==> src/rtl/rio_pkg.sv <==
// Shared constants and types for the remote I/O expander port.
// Assumes a single synchronous clock domain and synchronous reset.
package rio_pkg;
   localparam int GROUP_W     = 16;
   localparam int MAX_GROUPS  = 2;
   localparam int MAX_POINTS  = GROUP_W * MAX_GROUPS;
   localparam int GSEL_W      = 1;
   localparam logic [GROUP_W-1:0] OUT_RESET = 16'h0000;
   localparam logic [GROUP_W-1:0] DATA_ZERO = 16'h0000;

   typedef enum logic [2:0] {
      OP_WRITE   = 3'b000,
      OP_AND     = 3'b001,
      OP_OR      = 3'b010,
      OP_READ_IN = 3'b011,
      OP_READ_IO = 3'b100
   } op_t;

   typedef enum logic [0:0] {
      ST_IDLE = 1'b0,
      ST_RESP = 1'b1
   } state_t;
endpackage : rio_pkg

==> src/rtl/io_group_merge.sv <==
// Next value of one 16-point output group for a write, AND or OR command.
// Assumes the caller qualifies apply with an accepted command for this group.
`timescale 1ns/10ps
`default_nettype none
module io_group_merge
   import rio_pkg::*;
(
   input  wire logic [GROUP_W-1:0] current,
   input  wire logic [GROUP_W-1:0] data,
   input  wire logic [2:0]         op,
   input  wire logic               apply,
   output logic      [GROUP_W-1:0] next_group
);
   wire logic [GROUP_W-1:0] andValue;
   wire logic [GROUP_W-1:0] orValue;
   wire logic [GROUP_W-1:0] mergeValue;

   assign andValue = current & data;
   assign orValue  = current | data;

   assign mergeValue = (op == OP_WRITE) ? data :
                       (op == OP_AND)   ? andValue :
                       (op == OP_OR)    ? orValue : current;

   assign next_group = apply ? mergeValue : current;
endmodule : io_group_merge
`default_nettype wire

==> src/rtl/remote_io_expander_port.sv <==
// Device-side core of the remote I/O expander: 16 or 32 points in and out.
// Assumes the link decoder delivers commands on a valid/ready port and takes
// answers on a valid/ready port; pins are synchronous to clk_sys.
`timescale 1ns/10ps
`default_nettype none

module remote_io_expander_port
   import rio_pkg::*;
#(
   parameter int NUM_GROUPS = MAX_GROUPS
)
(
   input  wire logic                  clk_sys,
   input  wire logic                  srst,
   input  wire logic                  cmdValid,
   output logic                       cmdReady,
   input  wire logic [2:0]            cmdOp,
   input  wire logic [GSEL_W-1:0]     cmdGroup,
   input  wire logic [GROUP_W-1:0]    cmdData,
   output logic                       rspValid,
   input  wire logic                  rspReady,
   output logic      [GROUP_W-1:0]    rspInData,
   output logic      [GROUP_W-1:0]    rspOutData,
   output logic                       rspError,
   input  wire logic [MAX_POINTS-1:0] gpIn,
   output logic      [MAX_POINTS-1:0] gpOutOn
);

   function automatic logic [GROUP_W-1:0] pickGroup(input logic [MAX_POINTS-1:0] vec,
                                                    input logic [GSEL_W-1:0]     sel);
      pickGroup = vec[sel*GROUP_W +: GROUP_W];
   endfunction : pickGroup

   state_t                  state;
   state_t                  next_state;
   logic [MAX_POINTS-1:0]   outState;
   logic [MAX_POINTS-1:0]   inSample;
   logic [GROUP_W-1:0]      rspIn;
   logic [GROUP_W-1:0]      rspOut;
   logic                    rspErr;

   wire logic                  accept;
   wire logic                  groupOk;
   wire logic                  opWrite;
   wire logic                  opRead;
   wire logic                  opKnown;
   wire logic                  cmdBad;
   wire logic [MAX_POINTS-1:0] next_outState;
   wire logic [MAX_POINTS-1:0] fittedIn;
   wire logic [GROUP_W-1:0]    next_rspIn;
   wire logic [GROUP_W-1:0]    next_rspOut;

   assign cmdReady = (state == ST_IDLE);
   assign accept   = cmdValid && cmdReady;
   assign groupOk  = (32'(cmdGroup) < NUM_GROUPS);
   assign opWrite  = (cmdOp == OP_WRITE) || (cmdOp == OP_AND) || (cmdOp == OP_OR);
   assign opRead   = (cmdOp == OP_READ_IN) || (cmdOp == OP_READ_IO);
   assign opKnown  = opWrite || opRead;
   assign cmdBad   = !groupOk || !opKnown;

   genvar g;
   generate
      for (g = 0; g < MAX_GROUPS; g = g + 1) begin : gGroup
         if (g < NUM_GROUPS) begin : gLive
            io_group_merge uMerge (
               .current    (outState[g*GROUP_W +: GROUP_W]),
               .data       (cmdData),
               .op         (cmdOp),
               .apply      (accept && opWrite && !cmdBad && (32'(cmdGroup) == g)),
               .next_group (next_outState[g*GROUP_W +: GROUP_W])
            );
            assign fittedIn[g*GROUP_W +: GROUP_W] = gpIn[g*GROUP_W +: GROUP_W];
         end else begin : gAbsent
            assign next_outState[g*GROUP_W +: GROUP_W] = OUT_RESET;
            assign fittedIn[g*GROUP_W +: GROUP_W]      = DATA_ZERO;
         end
      end
   endgenerate

   assign next_rspIn  = (!cmdBad && opRead) ? pickGroup(inSample, cmdGroup) : DATA_ZERO;
   assign next_rspOut = (!cmdBad && cmdOp == OP_READ_IO) ?
                        pickGroup(outState, cmdGroup) : DATA_ZERO;

   always_comb begin
      case (state)
         ST_IDLE: next_state = accept ? ST_RESP : ST_IDLE;
         ST_RESP: next_state = rspReady ? ST_IDLE : ST_RESP;
         default: next_state = ST_IDLE;
      endcase
   end

   always_ff @(posedge clk_sys) begin
      if (srst) begin
         state <= ST_IDLE;
      end else begin
         state <= next_state;
      end
   end

   // Outputs and input sample
   always_ff @(posedge clk_sys) begin
      if (srst) begin
         outState <= {MAX_GROUPS{OUT_RESET}};
         inSample <= {MAX_GROUPS{DATA_ZERO}};
      end else begin
         outState <= next_outState;
         inSample <= fittedIn;
      end
   end

   // Answer held until taken
   always_ff @(posedge clk_sys) begin
      if (srst) begin
         rspIn  <= DATA_ZERO;
         rspOut <= DATA_ZERO;
         rspErr <= 1'b0;
      end else if (accept) begin
         rspIn  <= next_rspIn;
         rspOut <= next_rspOut;
         rspErr <= cmdBad;
      end
   end

   assign rspValid   = (state == ST_RESP);
   assign rspInData  = rspIn;
   assign rspOutData = rspOut;
   assign rspError   = rspErr;
   assign gpOutOn    = outState;
endmodule : remote_io_expander_port
`default_nettype wire

==> config.mk <==
export PLATFORM = sky130hd
export DESIGN_NAME = remote_io_expander_port
export DESIGN_NICKNAME = d
export VERILOG_FILES = /design/src/rtl/rio_pkg.sv /design/src/rtl/io_group_merge.sv /design/src/rtl/remote_io_expander_port.sv
export SDC_FILE = /design/constraint.sdc
export NUM_CORES = 1
export LEC_CHECK = 0
export BUFFER_PORTS_ARGS = -buffer_cell sky130_fd_sc_hd__buf_2
export CAP_MARGIN = 20
export CORE_ASPECT_RATIO = 1.25
export CORE_MARGIN = 1.5
export CORE_UTILIZATION = 45
export DETAILED_ROUTE_END_ITERATION = 10
export HOLD_SLACK_MARGIN = 0.06
export PLACE_DENSITY = 0.78
export SYNTH_ARGS = -nofsm -noshare
export SYNTH_HDL_FRONTEND = slang
export SYNTH_SLANG_ARGS = --single-unit
==> constraint.sdc <==
create_clock -name clk_sys -period 3.8 [get_ports clk_sys]
set_input_delay 0.19 -clock clk_sys [delete_from_list [all_inputs] [get_ports clk_sys]]
set_output_delay 0.19 -clock clk_sys [all_outputs]
set_load 0.05 [all_outputs]
Yosys cells after proc, flatten, opt, wreduce, memory -nomap -nowiden
Cells that the tools add are included.
Widths: inputs -> output; s select.
{ "word_totals": {"input_bits": 56, "reg_bits": 98} }
{ "classes": {"n_mux": 11, "eq_ne": 4, "reduce_logical": 16, "n_shift": 2, "bitwise": 6} }
{ "op_table": {"columns": ["operator", "count"], "rows": [
  ["$mux 16", 8],
  ["$shiftx 32x6->16", 2],
  ["$and 16x16->16", 2],
  ["$or 16x16->16", 2],
  ["$logic_and 1x1->1", 7],
  ["$eq 3x2->1 const B", 2],
  ["$logic_or 1x1->1", 4],
  ["$reduce_and 2->1", 2],
  ["$eq 3x1->1 const B", 1],
  ["$eq 3x3->1 const B", 1],
  ["$logic_not 3->1", 1],
  ["$reduce_bool 3->1", 1],
  ["$mux 1", 2],
  ["$not 1->1", 2],
  ["$pmux 1 s2", 1],
  ["$logic_not 1->1", 1]
]} }

Logic depth before layout (Yosys ltp)
Gate-level depths: netlist of run 1.
{ "depth": {"ltp_word": 7, "depth_mapped": 6, "depth_no_buf": 3} }

Modules after synthesis
From an unflattened synthesis of run 1, not the netlist that was laid out.
{ "unflattened": {"hier_cells": 403, "area_unflattened_um2": 4186.5} }
{ "by_module_without_submodules": {"columns": ["mod", "cells_each", "area_per_inst_um2", "instances"], "rows": [
  ["remote_io_expander_port", 259, 3203.1, 1],
  ["io_group_merge", 72, 491.7, 2]
]} }

Worst setup path before layout of run 1
OpenSTA, ideal clock, no wires.
{ "synth_path": {"path_type": "reg2reg", "from": "register state (netlist: rspValid)", "to": "register outState[15] (netlist: gpOutOn[15])", "path_slack_ps": 1956, "path_buffers": 1, "arrival_ps": 1727, "path_stages_with_launch": 5, "setup_time_ps": 117, "path_cell_list": "dfxtp_1 > or4b_1 > buf_2 > or3_1 > a32o_1"} }
{ "synth_via": {"elab_chain_cells": 6} }
{ "synth_lines": {"columns": ["element", "line_no", "source"], "rows": [
  ["start, declared", "remote_io_expander_port.sv:34", "state_t state;"],
  ["start signal, assigned", "remote_io_expander_port.sv:96", "state <= next_state;"],
  ["$not 1->1", "remote_io_expander_port.sv:53", "assign cmdReady = (state == ST_IDLE);"],
  ["$logic_and 1x1->1", "remote_io_expander_port.sv:54", "assign accept = cmdValid && cmdReady;"],
  ["$logic_and 1x1->1 (3 in a row)", "remote_io_expander_port.sv:69", ".apply (accept && opWrite && !cmdBad && (32'(cmdGroup) == g)),"],
  ["$reduce_and 2->1 (no line)", null, null],
  ["end signal, assigned", "remote_io_expander_port.sv:103", "outState <= {MAX_GROUPS{OUT_RESET}};"],
  ["end signal, assigned", "remote_io_expander_port.sv:106", "outState <= next_outState;"],
  ["end, declared", "remote_io_expander_port.sv:36", "logic [MAX_POINTS-1:0] outState;"]
]} }
No other way between the ends.
A chain may end at the register's enable or synchronous reset.

Final worst setup path of run 1
{ "layout_path": {"from": "input cmdGroup", "to": "register outState[27] (netlist: gpOutOn[27])"} }
{ "layout_via": {"elab_chain_cells": 2} }
{ "layout_lines": {"columns": ["element", "line_no", "source"], "rows": [
  ["start, declared", "remote_io_expander_port.sv:18", "input wire logic [GSEL_W-1:0] cmdGroup,"],
  ["$logic_and 1x1->1", "remote_io_expander_port.sv:69", null],
  ["$reduce_and 2->1 (no line)", null, null]
]} }
No other way between the ends.

==> run metrics, run 1 <==
TritonCTS clock tree=done; vias=~3000; total gr overflow=0; Cell variety after synth=31; Post-CTS Resized=0; global-route wire length before repair=between 10000 and 15000 microns; clk slew on worst S/H paths=0.09 ns; Layout Skew=a little over 0.01 ns; max cap viols=0; CP required=slightly above 4 ns; Vias/cell=~5.3; largest net degree at the start of global routing=56; GP Congestion=around 0.75; Starting Density=between 40% and 50%; most frequent cells in the layout=122 x buf_2, 98 x dfxtp_1, 33 x nor2b_1, 33 x dlygate4sd3_1; Seq/Total Area, Yosys=54.7%; TritonCTS buffer count=9; critical path class=in2reg; Worst setup EP type=flop; Clk Latency, worst-skew pair=about 0.37 ns; final net count=roughly 540; initial antenna violation count=0; core area=roughly 0.0077 sq mm; Total Neg Setup Slack=0 ns; CTS Buffer Depth=2; layout cell share with drive strength beyond 1=approximately 31%; synthesized area=around 0.0036 sq mm; Max Clk Rate=0.496 GHz; crit path launch type=input pin; RSZ-0062 raised after global routing=false; Warnings, synthesis=0; Finished Layout Cells=580; CTS Hold Bufs=33; Routed Antenna Nets=0; vias in the first global route=approximately 2900; fin. max-slew vios=0; Mapped Nets=approximately 390; Area growth syn-to-layout=33.5%; critical path arrival=~2.3 ns; crit path launch=cmdGroup; Buffers on Ports=approximately 120; H-tree Lvls=3; Slew @ Worst Pin=roughly 1.0 ns; CP Max Fanout=35; RR Startpoint=rspValid$_SDFF_PP0_; die width=82.9 microns; gate count of the mapped netlist=333; Final Cycle Share=between 50% and 60%; boundary pin count=123; final wirelength=around 9000 microns; Slew HR=around 30%; DIE AREA=0.00852 sq mm; wire length per cell=between 15 and 20 microns; HPWL after DPL=5510 microns; Final Hold Violating Endpoints=0; drt first pass iters=5; setup violators final=0; commonest non-fill, non-tap cell in the layout=buf_2; Power Dens Cells=between 400 and 500 mW/mm^2; CTS root buf=clkbuf_8; initial drt markers=around 130; Yosys reg bits=slightly below 100; placed cells=around 530; Max VDD drop=approximately 0.25 mV; Die H=103 microns; worst hold path class=in2reg; mean area per synthesized cell=roughly 11 sq um; total global-route track usage=approximately a fifth; clock period minus final worst setup slack=2.02 ns; Setup Fix Bufs, Post-CTS=0; clk sinks=98; run status=completed; # diodes=0; row cnt=36; Hold Crit Start=cmdData[15]; Post-route DRC=0; P_leak=roughly 2.1 nW
cell families (layout without fill, tap and decap cells):
logic type | count (synthesis) | in the layout | share of synthesized area [%]
AND/OR/NAND/NOR | 93 | 93 | 14.1
buffers and inverters | 27 | 179 | 3.21
AO/OA/AOI/OAI | 83 | 83 | 19.0
multiplexers | 32 | 32 | 8.93
flip-flops | 98 | 98 | 54.7
layer usage:
layer | track usage (%) | vias to the layer above | part of all wire, %
met3 | 7.13 | 7 | 6.8
met5 | 0 | - | 0
met1 | 24.9 | 1448 | 42
li1 | - | 1514 | -
met2 | 37.0 | 110 | 50
met4 | 8.08 | 0 | 1.3
worst max-delay path: stages:
cell     delay, ns
buf_2         0.78
nor3b_2       0.95
nand3_1       0.18
a21oi_1       0.20
power breakdown:
group	switching, mW	internal (mW)
clock network	0.347	0.343
logic	0.114	0.0848
registers	0.0110	1.05
total	0.472	1.48
sequential cells by signal, indices dropped and copies added, names as in the netlist:
signal,cells
gpOutOn,32
inSample,32
rspInData,16
rspOutData,16
rspError,1
rspValid,1
cell type report:
type                            instances  area [sq um]
Clock buffer                           13           159
Fill cell                             627          2960
Inverter                                3          11.3
Tap cell                               95           119
Multi-Input combinational cell        208          1510
Timing Repair Buffer                  160           978
Sequential cell                        98          1960
Clock inverter                          3          46.3
cells in the mapped netlist:
cell        n  share of area, %
a32o_1      1              0.28
nor3b_1     1              0.21
clkbuf_1   14               1.5
clkbuf_2    1              0.14
nor3b_2     2              0.70
nand4b_1    1              0.24
o2bb2ai_1  32               7.8
dfxtp_1    98                55
o221a_2     5               1.6
o221a_1    10               3.1
a211oi_1    1              0.21
nor2b_1    33               5.8
o211ai_1    2              0.42
mux2i_1    32               8.9
o311ai_0    1              0.24
nand2_1     1              0.10
nand2b_4    1              0.38
buf_2       4              0.56
and3_1      1              0.17
and3b_1     1              0.24
or4b_1      1              0.28
inv_1       2              0.21
nand3_1    16               2.2
a21oi_1    16               2.2
nor2_1     33               3.5
or3_1       1              0.17
buf_1       4              0.42
buf_6       1              0.31
o31ai_1    15               3.1
nand2b_1    1              0.17
clkinv_1    1              0.10
path summary, 6_finish.rpt:
check                                                   to  slack, ns  cells past startpoint
worst max-delay path              gpOutOn[27]$_SDFFE_PP0P_       1.78                      4
worst min-delay path              gpOutOn[15]$_SDFFE_PP0P_       0.07                      2
worst max register to register    gpOutOn[15]$_SDFFE_PP0P_       1.82                      3
worst min register to register  rspOutData[8]$_SDFFE_PP0N_       0.47                      1
per-stage QoR:
| stage | worst slack (ns) | hold WS, ns | area [sq um] | power (mW) | utilization, % |
|---|---|---|---|---|---|
| 3_3_place_gp | 1.51 | 0.375 | 4250 | 1.25 | 54.9 |
| 2_1_floorplan | 1.96 | 0.289 | 3590 | 1.19 | - |
| 3_5_place_dp | 1.47 | 0.381 | 4250 | 1.26 | 54.9 |
| 4_1_cts | 1.83 | 0.0644 | 4790 | 1.96 | 61.8 |
| 5_1_grt | 1.64 | 0.0626 | 4790 | 2.03 | 61.8 |
| 6_report | 1.78 | 0.0736 | 4790 | 1.95 | 61.8 |
(Power assumes the default switching activity.)
==> run 2: changes to the inputs <==
clock period = 1.9 ns   (was 3.8 ns; I/O delays follow)
==> run 2 against run 1 <==
Flip-flop and latch count is the same. Setup slack worse by 1.5 ns. Non-clock buffer count rose by 24. Global-route usage rose by 1.6 points. Core utilization up 2.8 points.
==> run metrics, run 2 (synthesis results as in run 1) <==
run status=completed; Reg2Reg Depth=4; drt first pass iters=4; global-route wire length before repair=roughly 15000 microns; CTS root buf=clkbuf_8; RSZ-0062 raised after global routing=false; wire length per cell=~16 microns; clk slew on worst S/H paths=roughly 0.090 ns; P_leak=~2.2 nW; vias in the first global route=about 3200; CP required=2.21 ns; crit path buf inv count=1; layout cell share with drive strength beyond 1=around 31%; total global-route track usage=between 20% and 30%; Max VDD drop=about 0.5 mV; Total Neg Setup Slack=0 ns; Slew HR=about 59%; initial antenna violation count=0; crit path capture=gpOutOn[14]$_SDFFE_PP0P_; Power Dens Cells=about 800 mW/mm^2; Routed Antenna Nets=0; HPWL after DPL=roughly 5800 microns; initial drt markers=~130; Slew @ Worst Pin=approximately 0.61 ns; CP Max Fanout=16; reg2reg end=gpOutOn[14]$_SDFFE_PP0P_; Worst setup EP type=flop; Vias/cell=about 5.3; commonest non-fill, non-tap cell in the layout=buf_2; max incr delay on CP=0.58 ns; largest net degree at the start of global routing=33; Final Hold Violating Endpoints=0; CP top delay family=simple AND/OR/NAND/NOR gates; GP Congestion=0.769; TritonCTS buffer count=9; RR Startpoint=rspValid$_SDFF_PP0_; Setup Fix Bufs, Post-CTS=0; critical path class=reg2reg; TritonCTS clock tree=done; row cnt=36; Stages on worst setup path=4; max cap viols=0; die width=82.9 microns; Post-route DRC=0; vias=3182; boundary pin count=123; CTS Buffer Depth=2; crit path launch type=flop; Starting Density=46.3%; worst hold path class=in2reg; most frequent cells in the layout=122 x buf_2, 98 x dfxtp_1, 50 x dlygate4sd3_1, 33 x nor2b_1; Buffers on Ports=~120; Die H=103 microns; final net count=560; Area growth syn-to-layout=39.6%; total gr overflow=0; final wirelength=approximately 9500 microns; Max Clk Rate=about 0.63 GHz; H-tree Lvls=3; slowest CP cell=and3_1; critical path arrival=between 1.5 and 2 ns; Clk Latency, worst-skew pair=0.36 ns; crit path launch=rspValid$_SDFF_PP0_; core area=between 0.007 and 0.008 sq mm; clk sinks=just under 100; DP Area=0.00431 sq mm; # diodes=0; Layout Skew=0.0102 ns; CP Cell Sequence=buf_4 > nor3b_2 > and3_1 > o221a_2; clock period minus final worst setup slack=~1.6 ns; FF-to-FF setup slack=roughly 0.32 ns; fin. max-slew vios=0; DIE AREA=around 0.0085 sq mm; Final Cycle Share=82.9%; cell area after layout=between 0.005 and 0.006 sq mm; setup violators final=0
[run 2: how the worst min path moves through the flow]
stage,startpoint,to,depth (start not counted)
floorplan,rspReady,rspValid$_SDFF_PP0_,1
global placement,rspReady,rspValid$_SDFF_PP0_,2
detailed placement,rspReady,rspValid$_SDFF_PP0_,2
CTS,srst,inSample[7]$_SDFF_PP0_,2
global route,srst,inSample[24]$_SDFF_PP0_,2
finish,srst,inSample[8]$_SDFF_PP0_,2
[run 2: through the flow]
stage	instances	utilization (%)	hold slack, ns	setup slack (ns)	total power, mW
after floorplan	333	-	0.194	0.0555	2.38
after global placement	538	55.6	0.301	0.386	2.52
after detailed placement	538	55.6	0.301	0.326	2.53
after CTS	603	64.6	0.0618	0.324	3.99
after global routing	603	64.6	0.0833	0.223	4.11
final	603	64.6	0.0856	0.325	3.97
[run 2: timing repair]
action                                 in CTS  in global routing
hold buffers                               50                  0
endpoints found under the hold margin      65                  0
resized for setup                           0                  0
setup endpoints to repair                   0                  0
[run 2: worst register-to-register path: stages (launching register included)]
cell and delay, ns:
dfxtp_1 0.31, buf_4 0.15, nor3b_2 0.18, and3_1 0.58, o221a_2 0.32
[run 2: cell type report]
cell class	instances	area, sq um
inverters	3	11.3
fillers	621	2740
well taps	95	119
repair buffers	184	1200
clock buffers	12	135
flip-flops and latches	98	1960
multi-input cells	208	1510
clock inverters	3	65.1
[run 2: per-layer routing]
metal	wire length (microns)	vias up	track usage (%)
li1	-	1553	-
met1	3890	1517	24.9
met2	4950	94	42.2
met3	472	18	5.68
met4	229	0	11.4
met5	0	-	0
[run 2: power by group]
part / switching [mW] / total, mW / internal, mW / leakage [nW]
combinational: 0.243 / 0.444 / 0.201 / 1.33
sequential: 0.0189 / 2.12 / 2.10 / 0.799
clock: 0.671 / 1.41 / 0.735 / 0.100
total: 0.932 / 3.97 / 3.04 / 2.23
